File: config.mk
export PLATFORM = sky130hd
export DESIGN_NAME = tuid_regs
export DESIGN_NICKNAME = d
export VERILOG_FILES = /design/src/rtl/tuid_pkg.sv /design/src/rtl/tuid_regs.sv
export VERILOG_INCLUDE_DIRS = /design/src /design/src/rtl
export SDC_FILE = /design/constraint.sdc
export NUM_CORES = 1
export LEC_CHECK = 0
export BUFFER_PORTS_ARGS = -buffer_cell sky130_fd_sc_hd__buf_2
export CORE_UTILIZATION = 30
export CTS_CLUSTER_DIAMETER = 50
export DETAILED_ROUTE_END_ITERATION = 8
export PLACE_DENSITY = 0.58
export SETUP_SLACK_MARGIN = 0.15
export SLEW_MARGIN = 30
export SYNTH_ARGS = -nofsm -noshare
export SYNTH_HDL_FRONTEND = slang
export SYNTH_SLANG_ARGS = --single-unit
File: constraint.sdc
create_clock -name clk_sys -period 4.3 [get_ports clk_sys]
set_clock_uncertainty 0.05 [all_clocks]
set_input_delay 0.86 -clock clk_sys [delete_from_list [all_inputs] [get_ports clk_sys]]
set_output_delay 0.86 -clock clk_sys [all_outputs]
set_load 0.05 [all_outputs]
File: src/rtl/tuid_consts.svh
`ifndef TUID_CONSTS_SVH
`define TUID_CONSTS_SVH
// Notes on behaviour
// - Both capability registers are 32-bit read-only words; reset contents unspecified.
// - Bit 31 of register 0 reports two security states; non-secure reads see zero.
// - Stage 1, stage 2, nested bits separate; nested set forces both stage bits set.
// - Match-lookup bit 1 means match registers; 0 means stream indexing.
// - Translation-ops-absent bit reads 0 whenever stage 1 support reads 0.
// - Legacy format field: 00 both, 01 long only, 10 none, 11 reserved.
// - Non-secure reads of irq count return the secure-set override on two-state parts.
// - Extended match bit: secure reads 1, non-secure reads inverse of disable, else 0.
// - Bit 14 coherent walk support, bit 13 broadcast TLB maintenance support.
// - Stream id width gives bit count 0-15, or 15 when wide ids supported.
// - Wide stream id bit set means 16-bit ids; width field then reads maximum.
// - Mapping group count 0-128; secure read returns 128 with extended matching.
// - Non-secure read of group count returns secure-set override on two-state parts.
// - Bit 31 of register 1 gives page size: 0 4KB, 1 64KB.
// - Page index field: page count is two to the field plus one.
// - Flag update field: 00 none, 01 access flag, 11 access and dirty.
// - Stage-2-only bank count 0-128, meaningful only with stage 2 support.
// - Match conflict bit reads 1 when detection of every conflict is guaranteed.
// - Descriptor table field 00/01/11, 10 reserved; non-secure reads return zero on two-state parts.
// - Descriptor index width gives index bits; all ones with extended table.
// - Non-secure reads of descriptor index width return zero on two-state parts.
// - Low byte of register 1 is bank count; non-secure reads return the override on two-state parts.
`define TUID_ADDR_W 4
`define TUID_OFF_CAP0 4'h0
`define TUID_OFF_CAP1 4'h4
`define TUID_OFF_SCFG 4'h8
`define TUID_BIT_SES 31
`define TUID_BIT_S1 30
`define TUID_BIT_S2 29
`define TUID_BIT_NEST 28
`define TUID_BIT_SMS 27
`define TUID_BIT_ATOS 26
`define TUID_POS_LEGACY_FORMAT_SUPPORT 24
`define TUID_POS_IRQ 16
`define TUID_BIT_EXSM 15
`define TUID_BIT_COHERENT_WALK_SUPPORT 14
`define TUID_BIT_BTM 13
`define TUID_POS_SIDB 9
`define TUID_BIT_EXID 8
`define TUID_POS_SMRG 0
`define TUID_BIT_PAGE 31
`define TUID_POS_PNDX 28
`define TUID_POS_HAF 24
`define TUID_POS_S2CB 16
`define TUID_BIT_CONF 14
`define TUID_POS_SSDT 12
`define TUID_POS_SSDN 8
`define TUID_POS_CONTEXT_BANK_COUNT 0
`define TUID_SMRG_EXT 8'h80
`define TUID_SIDB_MAX 4'hF
`define TUID_SSDN_MAX 4'hF
`define TUID_SSDT_EXT 2'h3
`define TUID_SCFG_RESET 32'h0000_0000
`endif

File: src/rtl/tuid_pkg.sv
package tuid_pkg;
	typedef logic [31:0] tuid_word_t;
	typedef logic [7:0] tuid_count_t;
endpackage

File: src/rtl/tuid_regs.sv
// Chosen here: the address map and the address-and-strobe port.
`timescale 1ns/1ps
`include "tuid_consts.svh"
module tuid_regs #(
	parameter bit P_SES = 1'b1,
	parameter bit P_S1 = 1'b1,
	parameter bit P_S2 = 1'b1,
	parameter bit P_NEST = 1'b1,
	parameter bit P_SMS = 1'b1,
	parameter bit P_ATOS_ABSENT = 1'b0,
	parameter logic [1:0] P_LEGACY_FORMAT_SUPPORT = 2'h1,
	parameter logic [7:0] P_IRQ = 8'h08,
	parameter bit P_EXSM = 1'b0,
	parameter bit P_COHERENT_WALK_SUPPORT = 1'b1,
	parameter bit P_BTM = 1'b1,
	parameter logic [3:0] P_SIDB = 4'hA,
	parameter bit P_EXID = 1'b0,
	parameter logic [7:0] P_SMRG = 8'h20,
	parameter bit P_PAGE64 = 1'b0,
	parameter logic [2:0] P_PNDX = 3'h3,
	parameter logic [1:0] P_HAF = 2'h3,
	parameter logic [7:0] P_S2CB = 8'h04,
	parameter bit P_CONF = 1'b1,
	parameter logic [1:0] P_SSDT = 2'h1,
	parameter logic [3:0] P_SSDN = 4'h6,
	parameter logic [7:0] P_CONTEXT_BANK_COUNT = 8'h10
) (
	// Clock and reset
	input wire logic clk_sys,
	input wire logic rst,
	// Register port
	input wire logic [`TUID_ADDR_W-1:0] addr,
	input wire logic [31:0] wdata,
	input wire logic wr,
	input wire logic rd,
	input wire logic secure,
	output tuid_pkg::tuid_word_t rdata
);
	import tuid_pkg::*;

	// Secure override config: [7:0] irq, [15:8] groups, [23:16] banks, [24] ext disable
	tuid_word_t scfg_reg;
	tuid_word_t rdata_reg;
	tuid_word_t cap0;
	tuid_word_t cap1;
	tuid_word_t rdata_next;
	logic ns;

	// Nested support implies both stage bits
	localparam bit S1_EFF = P_S1 | P_NEST;
	localparam bit S2_EFF = P_S2 | P_NEST;

	always_ff @(posedge clk_sys) begin
		if (rst) begin
			scfg_reg <= `TUID_SCFG_RESET;
			scfg_reg[7:0] <= P_IRQ;
			scfg_reg[15:8] <= P_SMRG;
			scfg_reg[23:16] <= P_CONTEXT_BANK_COUNT;
		end else if (wr && secure && addr == `TUID_OFF_SCFG) begin
			scfg_reg <= {7'h00, wdata[24:0]};
		end
	end

	assign ns = P_SES & ~secure;

	always_comb begin
		cap0 = '0;
		cap0[`TUID_BIT_SES] = P_SES & secure;
		cap0[`TUID_BIT_S1] = S1_EFF;
		cap0[`TUID_BIT_S2] = S2_EFF;
		cap0[`TUID_BIT_NEST] = P_NEST;
		cap0[`TUID_BIT_SMS] = P_SMS;
		cap0[`TUID_BIT_ATOS] = P_ATOS_ABSENT & S1_EFF;
		cap0[`TUID_POS_LEGACY_FORMAT_SUPPORT +: 2] = P_LEGACY_FORMAT_SUPPORT;
		cap0[`TUID_POS_IRQ +: 8] = ns ? scfg_reg[7:0] : P_IRQ;
		if (P_EXSM) begin
			cap0[`TUID_BIT_EXSM] = secure | ~scfg_reg[24];
		end
		cap0[`TUID_BIT_COHERENT_WALK_SUPPORT] = P_COHERENT_WALK_SUPPORT;
		cap0[`TUID_BIT_BTM] = P_BTM;
		cap0[`TUID_POS_SIDB +: 4] = P_EXID ? `TUID_SIDB_MAX : P_SIDB;
		cap0[`TUID_BIT_EXID] = P_EXID;
		if (ns) begin
			cap0[`TUID_POS_SMRG +: 8] = scfg_reg[15:8];
		end else if (P_EXSM) begin
			cap0[`TUID_POS_SMRG +: 8] = `TUID_SMRG_EXT;
		end else begin
			cap0[`TUID_POS_SMRG +: 8] = P_SMRG;
		end
		cap1 = '0;
		cap1[`TUID_BIT_PAGE] = P_PAGE64;
		cap1[`TUID_POS_PNDX +: 3] = P_PNDX;
		cap1[`TUID_POS_HAF +: 2] = P_HAF;
		cap1[`TUID_POS_S2CB +: 8] = S2_EFF ? P_S2CB : 8'h00;
		cap1[`TUID_BIT_CONF] = P_CONF;
		cap1[`TUID_POS_SSDT +: 2] = ns ? 2'h0 : P_SSDT;
		if (ns) begin
			cap1[`TUID_POS_SSDN +: 4] = 4'h0;
		end else if (P_SSDT == `TUID_SSDT_EXT) begin
			cap1[`TUID_POS_SSDN +: 4] = `TUID_SSDN_MAX;
		end else begin
			cap1[`TUID_POS_SSDN +: 4] = P_SSDN;
		end
		cap1[`TUID_POS_CONTEXT_BANK_COUNT +: 8] = ns ? scfg_reg[23:16] : P_CONTEXT_BANK_COUNT;
		case (addr)
			`TUID_OFF_CAP0: rdata_next = cap0;
			`TUID_OFF_CAP1: rdata_next = cap1;
			`TUID_OFF_SCFG: rdata_next = secure ? scfg_reg : 32'h0000_0000;
			default: rdata_next = 32'h0000_0000;
		endcase
	end

	always_ff @(posedge clk_sys) begin
		if (rst) begin
			rdata_reg <= 32'h0000_0000;
		end else if (rd) begin
			rdata_reg <= rdata_next;
		end else begin
			rdata_reg <= 32'h0000_0000;
		end
	end

	assign rdata = rdata_reg;
endmodule

== Word level (Yosys, flattened, before mapping) ==
Index checks and enable logic that the tools add are counted.
Word-level totals
  bits in registers: 57
Cells by class
  bitwise operators: 1
  reduce and logical (&&, ||, !) cells: 4
  muxes and demuxes: 7
  equal/unequal tests: 2
Operators with widths (count)
  case mux 32 bit (3 select lines): 1
  2-to-1 mux 25 bit: 1
  2-to-1 mux 8 bit: 3
  equality test 4 x 3 -> 1 bit, second input constant: 1
  equality test 4 bit, second input constant: 1
  logical NOT 4 bit: 1
  2-to-1 mux 3 bit: 1
  logical AND 1 bit: 2
  OR reduction 2 bit: 1
  2-to-1 mux 1 bit: 1
  inverter 1 bit: 1

== Logic depth before layout (Yosys ltp) ==
Gate-level depths: netlist of the first run.
  depth in word-level cells: 2
  depth in mapped cells: 6
  depth with buffers taken out: 3

== Least setup slack after synthesis of the first run ==
No wires, ideal clock.
  path type: input port to flip-flop
  start: in addr[2]
  end: reg scfg_reg[0]
  setup time: 0.072 ns
  path slack: 2.259 ns
  data required time: 4.178 ns
  arrival: 1.920 ns
  stages: 6
  cells stage by stage: buf_2 nor4b_4 and3_1 buf_4 buf_6 mux2i_1
On the way
  cells in the longest elaborated chain, start to end: 2
RTL lines
  start, declared: RTL line tuid_regs.sv:32  | input wire logic [`TUID_ADDR_W-1:0] addr,
  equality test 4 bit
  logical AND 1 bit (no line)
  end signal, assigned: RTL line tuid_regs.sv:55  | scfg_reg <= `TUID_SCFG_RESET;
  end signal, assigned: RTL line tuid_regs.sv:60  | scfg_reg <= {7'h00, wdata[24:0]};
  end, declared: RTL line tuid_regs.sv:42  | tuid_word_t scfg_reg;
No other way between the ends.
A chain may end at the register's enable or synchronous reset.

== Final worst setup path of the first run ==
  start: in addr[2]
  end: reg scfg_reg[4]
The elaborated chain is that of the path after synthesis.

==> results of run 1 <==
cells by family after synthesis:
logic type | synth area share
AO/OA/AOI/OAI | 0.0910
buffers and inverters | 0.0582
flip-flops | 0.465
multiplexers | 0.137
other | 0.00161
AND/OR/NAND/NOR | 0.247
worst paths after layout:
| path | startpoint | end | slack, ns | depth (start not counted) |
|---|---|---|---|---|
| setup / recovery | addr[2] | scfg_reg[4] | 1.86 | 6 |
| hold reg to reg | scfg_reg[3] | rdata[19] | 0.44 | 2 |
| setup reg to reg | scfg_reg[13] | rdata[5] | 3.23 | 3 |
| hold / removal | scfg_reg[3] | rdata[19] | 0.44 | 2 |
worst max-delay path, delay by kind of cell:
family                 cells  cell delay (ns)
multiplexers               1             0.24
AND/OR/NAND/NOR            2             0.61
buffers and inverters      3             0.91
cell usage after synthesis:
cell type / number / area (sq um)
nor3_1: 1 / 5.00
inv_1: 2 / 7.51
buf_2: 3 / 15.0
clkinv_1: 1 / 3.75
a31oi_1: 2 / 12.5
conb_1: 1 / 3.75
and2_1: 1 / 6.26
nor3b_1: 2 / 15.0
nor2b_1: 5 / 31.3
or4b_4: 1 / 13.8
o211ai_1: 1 / 7.51
mux2i_1: 25 / 250
o21ai_0: 5 / 25.0
and3_1: 4 / 25.0
nand2b_1: 45 / 282
a32oi_1: 7 / 61.3
nor2_1: 17 / 63.8
o21a_1: 1 / 7.51
mux2_2: 6 / 67.6
clkbuf_1: 10 / 37.5
nand2_1: 3 / 11.3
a21oi_2: 4 / 35.0
buf_6: 3 / 33.8
or3_1: 1 / 6.26
a211oi_1: 1 / 7.51
a21o_4: 1 / 15.0
nor4b_4: 1 / 23.8
nor4_1: 1 / 6.26
nand3_1: 17 / 85.1
buf_4: 5 / 37.5
a21oi_1: 8 / 40.0
dfxtp_1: 54 / 1080
metal layers:
layer | GRT usage | vias to the layer above | wire (microns)
li1 | - | 917 | -
met1 | 0.181 | 823 | 2640
met2 | 0.200 | 53 | 2310
met3 | 0.0389 | 4 | 297
met4 | 0.0457 | 0 | 23
met5 | 0 | - | 0
layout by cell type (no fill, tap or decap), types with 3 or more instances in the layout:
master,count
a21oi_1,8
a21oi_2,4
a32oi_1,7
and3_1,4
buf_2,64
buf_4,3
clkbuf_8,5
dfxtp_1,54
mux2_2,6
mux2i_1,25
nand2_1,3
nand2b_1,45
nand3_1,17
nor2_1,17
nor2b_1,5
o21ai_0,5
report_power, final:
part	internal [uW]	switching, uW	total (uW)
Combinational	28.9	42.9	71.9
Clock	174	164	338
Sequential	503	1.93	505
cell type report:
cell class / count / area [sq um] / area share
Multi-Input combinational cell: 161 / 1110 / 0.399
Clock buffer: 6 / 72.6 / 0.0261
Sequential cell: 54 / 1080 / 0.389
Inverter: 3 / 11.3 / 0.00406
Tap cell: 99 / 124 / 0.0446
Clock inverter: 2 / 37.5 / 0.0135
Timing Repair Buffer: 67 / 343 / 0.123
stage by stage:
stage,setup WS [ns],hold slack (ns)
2_1_floorplan,2.26,0.399
3_3_place_gp,1.60,0.428
3_5_place_dp,1.56,0.430
4_1_cts,1.88,0.451
5_1_grt,1.71,0.475
6_report,1.86,0.444
==> results.cfg, run 1 <==
[status]
status = complete, no violations

[floorplan]
start_util = 0.315
placement_rows = 31
die_h_microns = 90.0
die_area_sq_um = 8100
pin_count = 73
core_area_sq_um = 7370
fp.dieW_microns = 90.0

[global_route]
antenna_found_initial = 0
overflow = 0
grt_pass1_vias = 1720
grtUsageTotal = 0.133
grt_max_degree = 54
grt_pass1_wl_microns = 8560

[critical_path]
crit_required_ns = 4.49
worstSetupEndpointType = flop
critPathMaxFanout = 21
worstSetupPathType = primary input to flop
cpMaxStageDelayCell = buf_4
worstPathArrival_ns = 2.63
critPathMaxStageDelay_ns = 0.40
startpoint_type = primary input
path_cells = buf_2, nor4b_4, buf_4, and3_1, buf_4, mux2i_1
timing.critical_path.mode_cell = buf_4

[sta]
tightest_slew_ns = 0.813
min_period_ns = 2.44
fin_crit_sh = 0.568
slew_headroom = 0.454
finalHoldViolCount = 0
rsz0062_at_grt = no
setup_violations = 0
max_freq_mhz = 410
tns_ns = 0
slew_viol_final = 0

[yosys]
synth_cells = 239
synth_nets = 280
seq_area_frac_synth = 0.465
syn_area_per_cell_sq_um = 9.72
synth_area_sq_um = 2320
yosysUniqueCellTypes = 32
yosys_warnings = 0
yosys_register_bits = 54

[final_layout]
fill_cells = 794
drive_above_1_share = 0.297
largest_register_ffs = 29
post-route-util = 0.377
nNetsFinal = 333
fin_area_sq_um = 2780
antenna_cells = 0
fin_cells = 392
areaGrowthSynthToFinish_pct = 19.5

[clocking]
cts.htree.levels = 2
clkSinkCount = 54
ctsResizeCount = 0
clkTransAtPathRegs_ns = 0.10
cts_tree = built
cts_buffers = 5
cts_root_buffer = clkbuf_8
postCtsSetupRepairBufs = 0
clock_path_buffers = 2
worstSkewPairLatency_ns = 0.31
cts_hold_buf = 0

[placement]
hpwl_microns = 3800
place_area_sq_um = 2670
place.gp.congestion = 0.750
dp_cells = 384
numPortBuffers = 64

[route]
routed_wl_microns = 5270
ant_nets = 0
drc_errors = 0
vias = 1797
drt-pass1-iter-count = 4
drt_iter0_drc = 124
wl_per_cell_microns = 13.5
viasPerCell = 4.58

[job]
drv_cap = 0

[min_path]
min_path_type = flop to flop

[power_and_ir_drop]
power_uw = 915
power.leakage_uw = 0.00109
ir_drop_uv = 147
power_density_nw_per_um2 = 329
No activity file was read; power rests on OpenSTA's default activity.
==> run 2, diff against run 1 <==
PLACE_DENSITY = 0.6   (was 0.58)
clock period = 2.1 ns   (was 4.3 ns; I/O delays follow)
==> run 2 against run 1 <==
Effect of this change: worst setup slack lost 1.2 ns; highest routed layer unchanged; sequential power grew 100%; sequential cell count is the same; via count grew 0.33%.
==> results.cfg, run 2 (synthesis gave the netlist of run 1 again) <==
[route]
routed_wl_microns = 5220
wl_per_cell_microns = 13.2
drt-pass1-iter-count = 4
ant_nets = 0
viasPerCell = 4.56
vias = 1803
drt_iter0_drc = 112
drc_errors = 0

[final_layout]
final_common_cell = buf_2
mostFrequentLayoutCells = buf_2, dfxtp_1, nand2b_1
largest_register_ffs = 29
nNetsFinal = 336
drive_above_1_share = 0.307
antenna_cells = 0
fin_area_sq_um = 2810
areaGrowthSynthToFinish_pct = 20.8

[global_route]
grtUsageTotal = 0.131
grt_util_met3 = 0.0355
grt_pass1_wl_microns = 8370
met1_usage = 0.184
antenna_found_initial = 0
use_met2 = 0.190
top_usage_layer = met2
grt_pass1_vias = 1732
overflow = 0
grt_max_degree = 53

[power_and_ir_drop]
pwr-share-clk = 0.347
p_int_uw = 1390
power_switching_uw = 418
combinationalPowerShare = 0.083
power.leakage_uw = 0.00111
pwr-share-seq = 0.570
ir_drop_uv = 229
power_density_nw_per_um2 = 646
swShare = 0.231

[sta]
setup_violations = 0
tns_ns = 0
rsz0062_at_grt = no
slew_viol_final = 0
max_freq_mhz = 706
final.setup.worst_slack_ns = 0.683
fin_crit_sh = 0.675
finalHoldViolCount = 0
holdWs_ns = 0.310
min_period_ns = 1.42

[clocking]
ctsResizeCount = 0
cts_tree = built
cts_hold_buf = 0
worstSkewPairLatency_ns = 0.30
cts_root_buffer = clkbuf_8
clkSinkCount = 54
postCtsSetupRepairBufs = 0
cts_buffers = 5
clock_path_buffers = 2
clkTransAtPathRegs_ns = 0.09
cts.htree.levels = 2

[floorplan]
start_util = 0.315
die_h_microns = 90.0
placement_rows = 31
fp.dieW_microns = 90.0
core_area_sq_um = 7370
die_area_sq_um = 8100
pin_count = 73

[placement]
place.gp.congestion = 0.743
place_area_sq_um = 2700
numPortBuffers = 64
hpwl_microns = 3790
pre_cts_ws_ns = 0.375

[critical_path]
r2r_start = scfg_reg[13]
crit_required_ns = 2.27
setup.worst_path.start = addr[1]
worstPathArrival_ns = 1.59
critPathMaxFanout = 16
startpoint_type = primary input
worstSetupPathType = primary input to flop
worstSetupEndpointType = flop

[status]
status = complete, no violations

[min_path]
min_path_type = primary input to flop
hold_start = wdata[11]

[job]
drv_cap = 0
-- run 2: cell types whose count changed in the layout (fill, tap and decap cells not counted), sizes merged --
cell and change:
buf +3, clkbuf +1, clkinv +1, clkinvlp -1
bufinv -1
-- run 2: routing by layer --
layer,part of all wire,vias up
met5,0,-
met4,0.012,0
met3,0.041,8
met2,0.42,48
met1,0.53,823
li1,-,924
-- run 2: path summary, 6_finish.rpt --
check	depth (start not counted)	endpoint	slack, ns
max	4	rdata[17]	0.68
min	3	scfg_reg[11]	0.31
max reg2reg	3	rdata[5]	1.03
min reg2reg	2	scfg_reg[16]	0.45
-- run 2: critical path, cell delays in order --
cell and delay [ns]:
buf_2 0.13, or4b_4 0.57, a21o_4 0.28, a21oi_1 0.18
-- run 2: final cells by class --
type | instances | area [sq um]
Clock buffer | 7 | 96.3
Clock inverter | 1 | 8.76
Fill cell | 780 | 4560
Inverter | 3 | 11.3
Multi-Input combinational cell | 161 | 1110
Sequential cell | 54 | 1080
Tap cell | 99 | 124
Timing Repair Buffer | 70 | 378
-- run 2: stage by stage --
step           cells  total power [uW]   util
4_1_cts          395              1830  0.381
3_3_place_gp     387              1210  0.367
5_1_grt          395              1890  0.381
2_1_floorplan    239              1150      -
3_5_place_dp     387              1210  0.367
6_report         395              1810  0.381
-- run 2: power by group through the flow --
| stage | sequential (uW) | clock [uW] | combinational (uW) |
|---|---|---|---|
| floorplan | 1070 | 0 | 88.2 |
| global placement | 1060 | 0 | 149 |
| detailed placement | 1060 | 0 | 150 |
| CTS | 1030 | 651 | 150 |
| global route | 1030 | 697 | 163 |
| finish | 1030 | 630 | 150 |
